$ cat config.mk
export PLATFORM = sky130hd
export DESIGN_NAME = deframer_setup_regs
export DESIGN_NICKNAME = d
export VERILOG_FILES = /design/src/deframer_regs_pkg.sv /design/src/link_cfg_bank.sv /design/src/chan_gain_scale.sv /design/src/deframer_setup_regs.sv
export VERILOG_INCLUDE_DIRS = /design/src
export SDC_FILE = /design/constraint.sdc
export NUM_CORES = 2
export LEC_CHECK = 0
export ABC_AREA = 1
export BUFFER_PORTS_ARGS = -buffer_cell sky130_fd_sc_hd__buf_4
export CAP_MARGIN = 20
export CORE_ASPECT_RATIO = 1.25
export CORE_MARGIN = 2
export CORE_UTILIZATION = 32
export CTS_CLUSTER_DIAMETER = 120
export DETAILED_ROUTE_END_ITERATION = 6
export PLACE_DENSITY_LB_ADDON = 0.3
export SLEW_MARGIN = 25
export SYNTH_ARGS = -nofsm -noshare
export SYNTH_HDL_FRONTEND = slang
export SYNTH_SLANG_ARGS = --single-unit
$ cat constraint.sdc
create_clock -name core_clk -period 18.2 [get_ports core_clk]
set_clock_uncertainty 0.05 [all_clocks]
set_input_delay 2.73 -clock core_clk [delete_from_list [all_inputs] [get_ports core_clk]]
set_output_delay 2.73 -clock core_clk [all_outputs]
set_load 0.01 [all_outputs]
$ cat src/deframer_regs_consts.svh
// register offsets, field positions, reset values and codes of the setup registers
`ifndef DEFRAMER_REGS_CONSTS_SVH
`define DEFRAMER_REGS_CONSTS_SVH

`define CHAN_MASK_ADDR   12'h008
`define LANE_MODE_ADDR   12'h110
`define OSC_CTRL_ADDR    12'h130
`define GAIN_LO_ADDR     12'h146
`define GAIN_HI_ADDR     12'h147
`define LINK_PAGE_ADDR   12'h300
`define LANE_SCR_ADDR    12'h453
`define FRAMING_ADDR     12'h458
`define DEF_RESET_ADDR   12'h475

`define LINK_EN_MSB      1
`define PAGE_SEL_BIT     2
`define TOPOLOGY_BIT     3
`define SCR_BIT          7
`define LANE_CNT_MSB     4
`define SUBCLASS_MSB     7
`define SUBCLASS_LSB     5
`define NP_MSB           4
`define DEF_HOLD_BIT     3
`define OSC_EN_BIT       6
`define MOD_EN_BIT       2
`define SIDEBAND_BIT     1
`define MODE_DUAL_BIT    5
`define MODE_MSB         5
`define CHAN_MASK_MSB    5
`define CH0_MASK_BIT     0
`define CH1_MASK_BIT     3
`define GAIN_HI_MSB      3

`define DEF_RESET_CODE   8'h09
`define DEF_RELEASE_CODE 8'h01
`define GAIN_UNITY_SHIFT 11
`define GAIN_UNITY       12'h800
`define SAMPLE_MAX       16'h7FFF
`define SAMPLE_MIN       16'h8000

`define DEF_RESET_RST    8'h09
`define CFG_RST          8'h00
`define MODE_RST         6'h00
`define MASK_RST         6'h00

`endif

$ cat src/deframer_regs_pkg.sv
// types shared by the setup register block
`default_nettype none
package deframer_regs_pkg;
    typedef logic [11:0]        reg_addr_t;
    typedef logic [7:0]         reg_data_t;
    typedef logic [11:0]        gain_t;
    typedef logic signed [15:0] sample_t;
    typedef enum logic
    {
        SB_UPPER = 1'b0,
        SB_LOWER = 1'b1
    } sideband_t;
endpackage : deframer_regs_pkg
`default_nettype wire

$ cat src/link_cfg_bank.sv
// per-link deframer setup registers: scrambling, framing, soft reset
`default_nettype none
`include "deframer_regs_consts.svh"
module link_cfg_bank
(
    input  wire logic                        core_clk,
    input  wire logic                        rstn,
    input  wire logic                        wr_en,
    input  wire deframer_regs_pkg::reg_addr_t reg_addr,
    input  wire deframer_regs_pkg::reg_data_t reg_wdata,
    output var  deframer_regs_pkg::reg_data_t scr_cfg_r,
    output var  deframer_regs_pkg::reg_data_t framing_cfg_r,
    output var  deframer_regs_pkg::reg_data_t reset_cfg_r
);
    import deframer_regs_pkg::*;

    reg_data_t scr_cfg_nxt;
    reg_data_t framing_cfg_nxt;
    reg_data_t reset_cfg_nxt;

    ////////////////////////////////////////////////////////////////////////
    always_comb
    begin
        scr_cfg_nxt     = scr_cfg_r;
        framing_cfg_nxt = framing_cfg_r;
        reset_cfg_nxt   = reset_cfg_r;
        if (wr_en)
        begin
            if (reg_addr == `LANE_SCR_ADDR)
                scr_cfg_nxt = reg_wdata;
            else if (reg_addr == `FRAMING_ADDR)
                framing_cfg_nxt = reg_wdata;
            else if (reg_addr == `DEF_RESET_ADDR)
                reset_cfg_nxt = reg_wdata;
        end
    end

    always_ff @(posedge core_clk or negedge rstn)
    begin
        if (!rstn)
        begin
            scr_cfg_r     <= `CFG_RST;
            framing_cfg_r <= `CFG_RST;
            reset_cfg_r   <= `DEF_RESET_RST;
        end
        else
        begin
            scr_cfg_r     <= scr_cfg_nxt;
            framing_cfg_r <= framing_cfg_nxt;
            reset_cfg_r   <= reset_cfg_nxt;
        end
    end
endmodule : link_cfg_bank
`default_nettype wire

$ cat src/chan_gain_scale.sv
// per-channel digital gain with sideband selection on complex samples
`default_nettype none
`include "deframer_regs_consts.svh"
module chan_gain_scale
(
    input  wire logic                        core_clk,
    input  wire logic                        rstn,
    input  wire deframer_regs_pkg::gain_t     gain_word,
    input  wire deframer_regs_pkg::sideband_t sideband,
    input  wire deframer_regs_pkg::sample_t   i_in,
    input  wire deframer_regs_pkg::sample_t   q_in,
    output var  deframer_regs_pkg::sample_t   i_out_r,
    output var  deframer_regs_pkg::sample_t   q_out_r
);
    import deframer_regs_pkg::*;

    logic signed [16:0] i_ext;
    logic signed [16:0] q_ext;
    logic signed [12:0] g_ext;
    logic signed [29:0] prod_i;
    logic signed [29:0] prod_q;
    sample_t            i_out_nxt;
    sample_t            q_out_nxt;

    function automatic sample_t sat_scale(input logic signed [29:0] p);
        logic signed [29:0] s;
        s = p >>> `GAIN_UNITY_SHIFT;
        if (s > $signed({14'h0, `SAMPLE_MAX}))
            return `SAMPLE_MAX;
        else if (s < $signed({14'h3FFF, `SAMPLE_MIN}))
            return `SAMPLE_MIN;
        else
            return s[15:0];
    endfunction : sat_scale

    ////////////////////////////////////////////////////////////////////////
    always_comb
    begin
        i_ext = {i_in[15], i_in};
        q_ext = {q_in[15], q_in};
        g_ext = {1'b0, gain_word};
        // lower sideband is the conjugate, i.e. spectral flip
        if (sideband == SB_LOWER)
            q_ext = -q_ext;
        prod_i    = i_ext * g_ext;
        prod_q    = q_ext * g_ext;
        i_out_nxt = sat_scale(prod_i);
        q_out_nxt = sat_scale(prod_q);
    end

    always_ff @(posedge core_clk or negedge rstn)
    begin
        if (!rstn)
        begin
            i_out_r <= '0;
            q_out_r <= '0;
        end
        else
        begin
            i_out_r <= i_out_nxt;
            q_out_r <= q_out_nxt;
        end
    end
endmodule : chan_gain_scale
`default_nettype wire

$ cat src/deframer_setup_regs.sv
// deframer and channel datapath setup registers with host register port
//
// Contract
// - writing release code 0x01 to the reset register takes deframer out
// - paging bit 2 picks link 0 or link 1 for deframer accesses
// - lane register bit 7 turns descrambling on or off
// - six-bit mask picks channels for writes; bit 0 ch0, bit 3 ch1
// - 12-bit gain split: low byte, then bits 11..8 in next register
// - gain code 2048 is unity; output is sample times code over 2048
// - oscillator control bit 6 enables the masked channels' oscillator
// - oscillator control bit 2 enables modulus accumulation
// - sideband bit 1 clear selects the upper sideband
// - sideband bit 1 selects lower sideband, spectrally inverted
// - mode bit 5 selects dual link; bits 5..0 pick lane mode
//
// The address-and-strobe port was decided locally.
`default_nettype none
`include "deframer_regs_consts.svh"
module deframer_setup_regs
(
    input  wire logic                              core_clk,
    input  wire logic                              rstn,
    input  wire deframer_regs_pkg::reg_addr_t       reg_addr,
    input  wire deframer_regs_pkg::reg_data_t       reg_wdata,
    input  wire logic                              reg_wr,
    input  wire logic                              reg_rd,
    output var  deframer_regs_pkg::reg_data_t       reg_rdata,
    input  wire deframer_regs_pkg::sample_t [1:0]   chan_i_in,
    input  wire deframer_regs_pkg::sample_t [1:0]   chan_q_in,
    output var  deframer_regs_pkg::sample_t [1:0]   chan_i_out,
    output var  deframer_regs_pkg::sample_t [1:0]   chan_q_out,
    output var  logic [5:0]                        serial_lane_mode_select,
    output var  logic                              dual_link_mode,
    output var  logic [1:0]                        link_enable,
    output var  logic                              link_topology_dual,
    output var  logic                              link_page_sel,
    output var  logic [1:0]                        descramble_enable,
    output var  logic [1:0][4:0]                   lane_count_m1,
    output var  logic [1:0][2:0]                   subclass_version_field,
    output var  logic [1:0][4:0]                   sample_bits_m1,
    output var  logic [1:0]                        lane_deframer_reset,
    output var  logic [1:0]                        channel_oscillator_enable,
    output var  logic [1:0]                        modulus_enable,
    output var  logic [1:0]                        sideband_lower,
    output var  deframer_regs_pkg::gain_t [1:0]     channel_gain_word
);
    import deframer_regs_pkg::*;

    localparam int MASK_BIT [2] = '{`CH0_MASK_BIT, `CH1_MASK_BIT};

    logic [5:0]        mode_r;
    logic [5:0]        mode_nxt;
    logic [5:0]        chan_mask_r;
    logic [5:0]        chan_mask_nxt;
    reg_data_t         paging_r;
    reg_data_t         paging_nxt;
    reg_data_t         rdata_r;
    reg_data_t         rdata_nxt;
    reg_data_t [1:0]   osc_ctrl_r;
    reg_data_t [1:0]   osc_ctrl_nxt;
    gain_t [1:0]       gain_r;
    gain_t [1:0]       gain_nxt;
    reg_data_t [1:0]   scr_cfg;
    reg_data_t [1:0]   framing_cfg;
    reg_data_t [1:0]   reset_cfg;
    logic [1:0]        link_wr;
    logic [1:0]        chan_sel;
    logic              rd_chan;

    ////////////////////////////////////////////////////////////////////////
    // global registers: mode, channel mask, link paging
    always_comb
    begin
        mode_nxt      = mode_r;
        chan_mask_nxt = chan_mask_r;
        paging_nxt    = paging_r;
        if (reg_wr)
        begin
            if (reg_addr == `LANE_MODE_ADDR)
                mode_nxt = reg_wdata[`MODE_MSB:0];
            else if (reg_addr == `CHAN_MASK_ADDR)
                chan_mask_nxt = reg_wdata[`CHAN_MASK_MSB:0];
            else if (reg_addr == `LINK_PAGE_ADDR)
                paging_nxt = reg_wdata;
        end
    end

    always_ff @(posedge core_clk or negedge rstn)
    begin
        if (!rstn)
        begin
            mode_r      <= `MODE_RST;
            chan_mask_r <= `MASK_RST;
            paging_r    <= `CFG_RST;
        end
        else
        begin
            mode_r      <= mode_nxt;
            chan_mask_r <= chan_mask_nxt;
            paging_r    <= paging_nxt;
        end
    end

    assign serial_lane_mode_select = mode_r;
    assign dual_link_mode          = mode_r[`MODE_DUAL_BIT];
    assign link_enable             = paging_r[`LINK_EN_MSB:0];
    assign link_topology_dual      = paging_r[`TOPOLOGY_BIT];
    assign link_page_sel           = paging_r[`PAGE_SEL_BIT];

    ////////////////////////////////////////////////////////////////////////
    // per-link deframer registers, written only on the paged link
    genvar gl;
    generate
        for (gl = 0; gl < 2; gl++)
        begin : g_link
            assign link_wr[gl] = reg_wr && (paging_r[`PAGE_SEL_BIT] == 1'(gl));

            link_cfg_bank u_bank
            (
                .core_clk      (core_clk),
                .rstn          (rstn),
                .wr_en         (link_wr[gl]),
                .reg_addr      (reg_addr),
                .reg_wdata     (reg_wdata),
                .scr_cfg_r     (scr_cfg[gl]),
                .framing_cfg_r (framing_cfg[gl]),
                .reset_cfg_r   (reset_cfg[gl])
            );

            assign descramble_enable[gl]      = scr_cfg[gl][`SCR_BIT];
            assign lane_count_m1[gl]          = scr_cfg[gl][`LANE_CNT_MSB:0];
            assign subclass_version_field[gl] =
                framing_cfg[gl][`SUBCLASS_MSB:`SUBCLASS_LSB];
            assign sample_bits_m1[gl]         = framing_cfg[gl][`NP_MSB:0];
            assign lane_deframer_reset[gl]    = reset_cfg[gl][`DEF_HOLD_BIT];
        end
    endgenerate

    ////////////////////////////////////////////////////////////////////////
    // per-channel registers, written on every channel set in the mask
    always_comb
    begin
        osc_ctrl_nxt = osc_ctrl_r;
        gain_nxt     = gain_r;
        for (int c = 0; c < 2; c++)
        begin
            chan_sel[c] = chan_mask_r[MASK_BIT[c]];
            if (reg_wr && chan_sel[c])
            begin
                if (reg_addr == `OSC_CTRL_ADDR)
                    osc_ctrl_nxt[c] = reg_wdata;
                else if (reg_addr == `GAIN_LO_ADDR)
                    gain_nxt[c][7:0] = reg_wdata;
                else if (reg_addr == `GAIN_HI_ADDR)
                    gain_nxt[c][11:8] = reg_wdata[`GAIN_HI_MSB:0];
            end
        end
    end

    always_ff @(posedge core_clk or negedge rstn)
    begin
        if (!rstn)
        begin
            osc_ctrl_r <= '0;
            gain_r     <= {2{`GAIN_UNITY}};
        end
        else
        begin
            osc_ctrl_r <= osc_ctrl_nxt;
            gain_r     <= gain_nxt;
        end
    end

    genvar gc;
    generate
        for (gc = 0; gc < 2; gc++)
        begin : g_chan
            assign channel_oscillator_enable[gc] = osc_ctrl_r[gc][`OSC_EN_BIT];
            assign modulus_enable[gc]            = osc_ctrl_r[gc][`MOD_EN_BIT];
            assign sideband_lower[gc]            = osc_ctrl_r[gc][`SIDEBAND_BIT];
            assign channel_gain_word[gc]         = gain_r[gc];

            chan_gain_scale u_scale
            (
                .core_clk  (core_clk),
                .rstn      (rstn),
                .gain_word (gain_r[gc]),
                .sideband  (sideband_t'(osc_ctrl_r[gc][`SIDEBAND_BIT])),
                .i_in      (chan_i_in[gc]),
                .q_in      (chan_q_in[gc]),
                .i_out_r   (chan_i_out[gc]),
                .q_out_r   (chan_q_out[gc])
            );
        end
    endgenerate

    ////////////////////////////////////////////////////////////////////////
    // read port: paged link, lowest masked channel (ch0 if none masked); unmapped reads zero
    always_comb
    begin
        rd_chan   = !chan_mask_r[`CH0_MASK_BIT] && chan_mask_r[`CH1_MASK_BIT];
        rdata_nxt = '0;
        if (reg_rd)
        begin
            if (reg_addr == `LANE_MODE_ADDR)
                rdata_nxt = {2'b00, mode_r};
            else if (reg_addr == `CHAN_MASK_ADDR)
                rdata_nxt = {2'b00, chan_mask_r};
            else if (reg_addr == `LINK_PAGE_ADDR)
                rdata_nxt = paging_r;
            else if (reg_addr == `LANE_SCR_ADDR)
                rdata_nxt = scr_cfg[paging_r[`PAGE_SEL_BIT]];
            else if (reg_addr == `FRAMING_ADDR)
                rdata_nxt = framing_cfg[paging_r[`PAGE_SEL_BIT]];
            else if (reg_addr == `DEF_RESET_ADDR)
                rdata_nxt = reset_cfg[paging_r[`PAGE_SEL_BIT]];
            else if (reg_addr == `OSC_CTRL_ADDR)
                rdata_nxt = osc_ctrl_r[rd_chan];
            else if (reg_addr == `GAIN_LO_ADDR)
                rdata_nxt = gain_r[rd_chan][7:0];
            else if (reg_addr == `GAIN_HI_ADDR)
                rdata_nxt = {4'h0, gain_r[rd_chan][11:8]};
        end
    end

    always_ff @(posedge core_clk or negedge rstn)
    begin
        if (!rstn)
            rdata_r <= '0;
        else
            rdata_r <= rdata_nxt;
    end

    assign reg_rdata = rdata_r;
endmodule : deframer_setup_regs
`default_nettype wire

==> impl_metrics.csv <==
group,metric,value,unit
flow_run,max_cap_violations,0,
final_layout,fin_area,42600,um2
placed_design,place_inst,6750,
routing,wl_per_cell,17.3,um
clocking,h-tree-depth,4,
power,p_comb_frac,0.141,
logic_synthesis,synthSimpleGateAreaFrac,0.189,
power,clkPwrFrac,0.431,
worst_setup_path,crit_slowest_cell,"fa_1",
final_layout,nets,6259,
final_layout,final_common_cell,"inv_1",
timing,tightest_slew,909,ps
worst_setup_path,critPathTopFamily,"adder cells",
final_layout,area_growth,9.71,%
logic_synthesis,netlist_top_cells_area,"fa_1 38%, inv_1 13%, nand2_1 12%, dfrtp_1 11%, ha_1 8.3%",
routing,antenna_left,0,
logic_synthesis,async_reset_ff_frac,1.00,
clocking,ctsHoldBuffers,0,
clocking,cts_resized,0,
logic_synthesis,yosysTopAreaCell,"fa_1",
routing,drt_iter0_drc,1802,
timing,final-hold-violation-count,0,
logic_synthesis,synth_compound_area_frac,0.0591,
power,worst_ir_drop_vdd,0.0000515,V
placed_design,place_hpwl,97.8,mm
clocking,cts_sinks,180,
worst_setup_path,arrival,9510,ps
timing,slew_violations,0,
clocking,cts_buffers,17,
clocking,clock_latency,520,ps
die,dieArea,124000,um2
timing,finalCriticalPeriod,9170,ps
timing,fmax,109,MHz
timing,tns,0,ps
routing,vias,31700,
worst_setup_path,critPathMaxFanout,15,
routing,totalWireLength,117,mm
logic_synthesis,synth.avg_cell_area,7.65,um2
logic_synthesis,ys_warn_count,0,
logic_synthesis,synth_mux_area_frac,0.00206,
clocking,cts_setup_buffers,0,
logic_synthesis,synth_ff_type,"dfrtp_1",
logic_synthesis,synth-seq-cells,180,
global_routing,grt_max_degree,71,
timing,rsz0062_at_grt,"false",
power,power_frac_seq,0.428,
logic_synthesis,synthCells,5082,
global_routing,overflow,0,
logic_synthesis,synth_top_family_by_area,"adder cells",
worst_setup_path,max_stage_delay,540,ps
global_routing,antenna_found_initial,6,
die,core,120000,um2
logic_synthesis,synth_cell_types,52,
logic_synthesis,yosysSeqAreaShare,0.116,
worst_setup_path,crit_path_start_kind,"primary input",
power,p_leak,24.4,nW
die,die_h,394,um
logic_synthesis,synth_top_area_frac,0.375,
global_routing,grt_use_total,0.195,
clocking,clk_path_buf_depth,2,
placed_design,placed_cell_area,42000,um2
placed_design,gp_congestion,0.915,
power,p_per_area,22.5,nW/um2
logic_synthesis,postSynthNetCount,6156,
die,io_pins,231,
worst_setup_path,worstPathRequired,18540,ps
final_layout,fillers,12800,
worst_hold_path,hp-class,"flop to flop",
power,p_int,0.638,mW
routing,drcViolationCount,0,
timing,period_share,0.504,
logic_synthesis,synth_xor_area_frac,0.0212,
power,p_switching,0.321,mW
final_layout,post_layout_nonfiller_instances,6783,
global_routing,grt_pass1_vias,33800,
clocking,cts_tree,"done",
timing,slew_headroom,0.394,
clocking,cts_root_buf,"clkbuf_16",
timing,setup_viol,0,
final_layout,final_cell_mix,"1368 x inv_1, 1231 x nand2_1, 728 x fa_1",
die,rows,142,
logic_synthesis,synth_fa_ha_area_frac,0.458,
final_layout,drive_gt1_frac,0.0691,
global_routing,grt_pass1_wl,188,mm
logic_synthesis,syn_area,38900,um2
clocking,clk_pin_slew_worst_paths,100,ps
worst_setup_path,crit_buf_inv,8,
worst_setup_path,critical_path_class,"primary input to flop",
worst_setup_path,crit_path_end_kind,"flop",
routing,viasPerCell,4.68,
routing,first_pass_iters,6,
die,die_w,316,um
worst_setup_path,cp_common_cell,"inv_1",
outcome,outcome,"completed",
logic_synthesis,synth_edf_count,0,
placed_design,port_buffers,230,
power,switching_share,0.335,
die,start_util,0.323,
-- cells in the mapped netlist, types with 3 or more instances --
| cell | count |
|---|---|
| or2_2 | 12 |
| nor4_1 | 14 |
| inv_2 | 8 |
| buf_4 | 25 |
| ha_1 | 258 |
| dfstp_2 | 6 |
| xor2_1 | 58 |
| o22ai_1 | 5 |
| a21o_1 | 20 |
| xnor2_1 | 34 |
| nand2_1 | 1231 |
| nand3_1 | 84 |
| nor2_2 | 4 |
| clkbuf_1 | 131 |
| nor2_1 | 410 |
| buf_1 | 12 |
| inv_1 | 1368 |
| nand2_2 | 19 |
| a31oi_1 | 20 |
| a21oi_1 | 133 |
| o211ai_1 | 12 |
| o221ai_1 | 6 |
| nand3_2 | 3 |
| nand3b_1 | 5 |
| mux2i_1 | 8 |
| o21bai_1 | 12 |
| nand4_1 | 19 |
| o21ai_0 | 186 |
| a21boi_0 | 3 |
| dfrtp_1 | 174 |
| o21ai_2 | 3 |
| fa_1 | 728 |
| nor3_1 | 36 |
| buf_6 | 8 |
-- final cells by class --
type	count	area (um2)	share of cell area
tap	1584	1980	0.0465
clock inverter	15	211	0.00496
sequential	180	4510	0.106
multi-input combinational	3347	28300	0.665
inverter	1378	5170	0.121
timing repair buffer	261	1970	0.0462
clock buffer	17	425	0.00998
antenna	1	2.50	0.0000587
-- layer usage --
layer	share of wire	global-route usage
met2	0.52	0.353
met5	0.00032	0
met4	0.019	0.0443
met1	0.42	0.247
met3	0.048	0.0214
-- state kept, by name (all words and copies together), names as in the netlist --
signal / flops
channel_gain_word: 24
chan_mask_r: 6
g_chan.u_scale.q_out_r: 32
paging_r: 8
reg_rdata: 8
osc_ctrl_r: 10
sideband_lower: 2
g_chan.u_scale.i_out_r: 32
channel_oscillator_enable: 2
g_link.u_bank.scr_cfg_r: 16
modulus_enable: 2
g_link.u_bank.framing_cfg_r: 16
serial_lane_mode_select: 6
g_link.u_bank.reset_cfg_r: 16
-- power by group through the flow --
stage | logic [mW] | clock network [mW] | registers, mW
after global routing | 0.149 | 0.439 | 0.411
final | 0.135 | 0.414 | 0.410
after CTS | 0.137 | 0.423 | 0.411
after floorplan | 0.0593 | 0 | 0.420
after detailed placement | 0.136 | 0 | 0.418
after global placement | 0.136 | 0 | 0.418
-- path summary, 6_finish.rpt --
kind                                    from                      endpoint  slack, ps  depth (start not counted)
setup / recovery               chan_q_in[16]  g_chan[1].u_scale.q_out_r[7]       9030                         31
hold / removal                osc_ctrl_r[13]                osc_ctrl_r[13]        440                          2
setup reg to reg           sideband_lower[0]  g_chan[0].u_scale.q_out_r[6]      11010                         27
hold reg to reg               osc_ctrl_r[13]                osc_ctrl_r[13]        440                          2
max in group asynchronous               rstn  g_chan[0].u_scale.i_out_r[0]      14770                          2
min in group asynchronous               rstn                  reg_rdata[6]       2120                          1
-- worst min-delay path, cell delays in order, from the launching register on --
cell and delay (ps):
dfrtp_1 350, nand2_1 50, o21ai_0 60
-- kinds of logic (layout without fill, tap and decap cells) --
kind of cell	Yosys count	count (layout)
and+or+nand+nor	1848	1848
buffers and inverters	1555	1671
adders and majority gates	986	986
AOI/OAI and AO/OA	412	412
DFF	180	180
xor gates and xnor gates	93	93
muxes	8	8
other	0	1
-- stage by stage --
step | utilization | hold slack, ps | setup WS (ps) | total power, mW
final | 0.355 | 442 | 9030 | 0.959
after global routing | 0.355 | 457 | 8430 | 0.999
after CTS | 0.355 | 443 | 8990 | 0.970
after detailed placement | 0.350 | 419 | 8450 | 0.555
after global placement | 0.350 | 410 | 8500 | 0.554
after floorplan | - | 398 | 9300 | 0.479
Power figures use the tool's default switching activity.
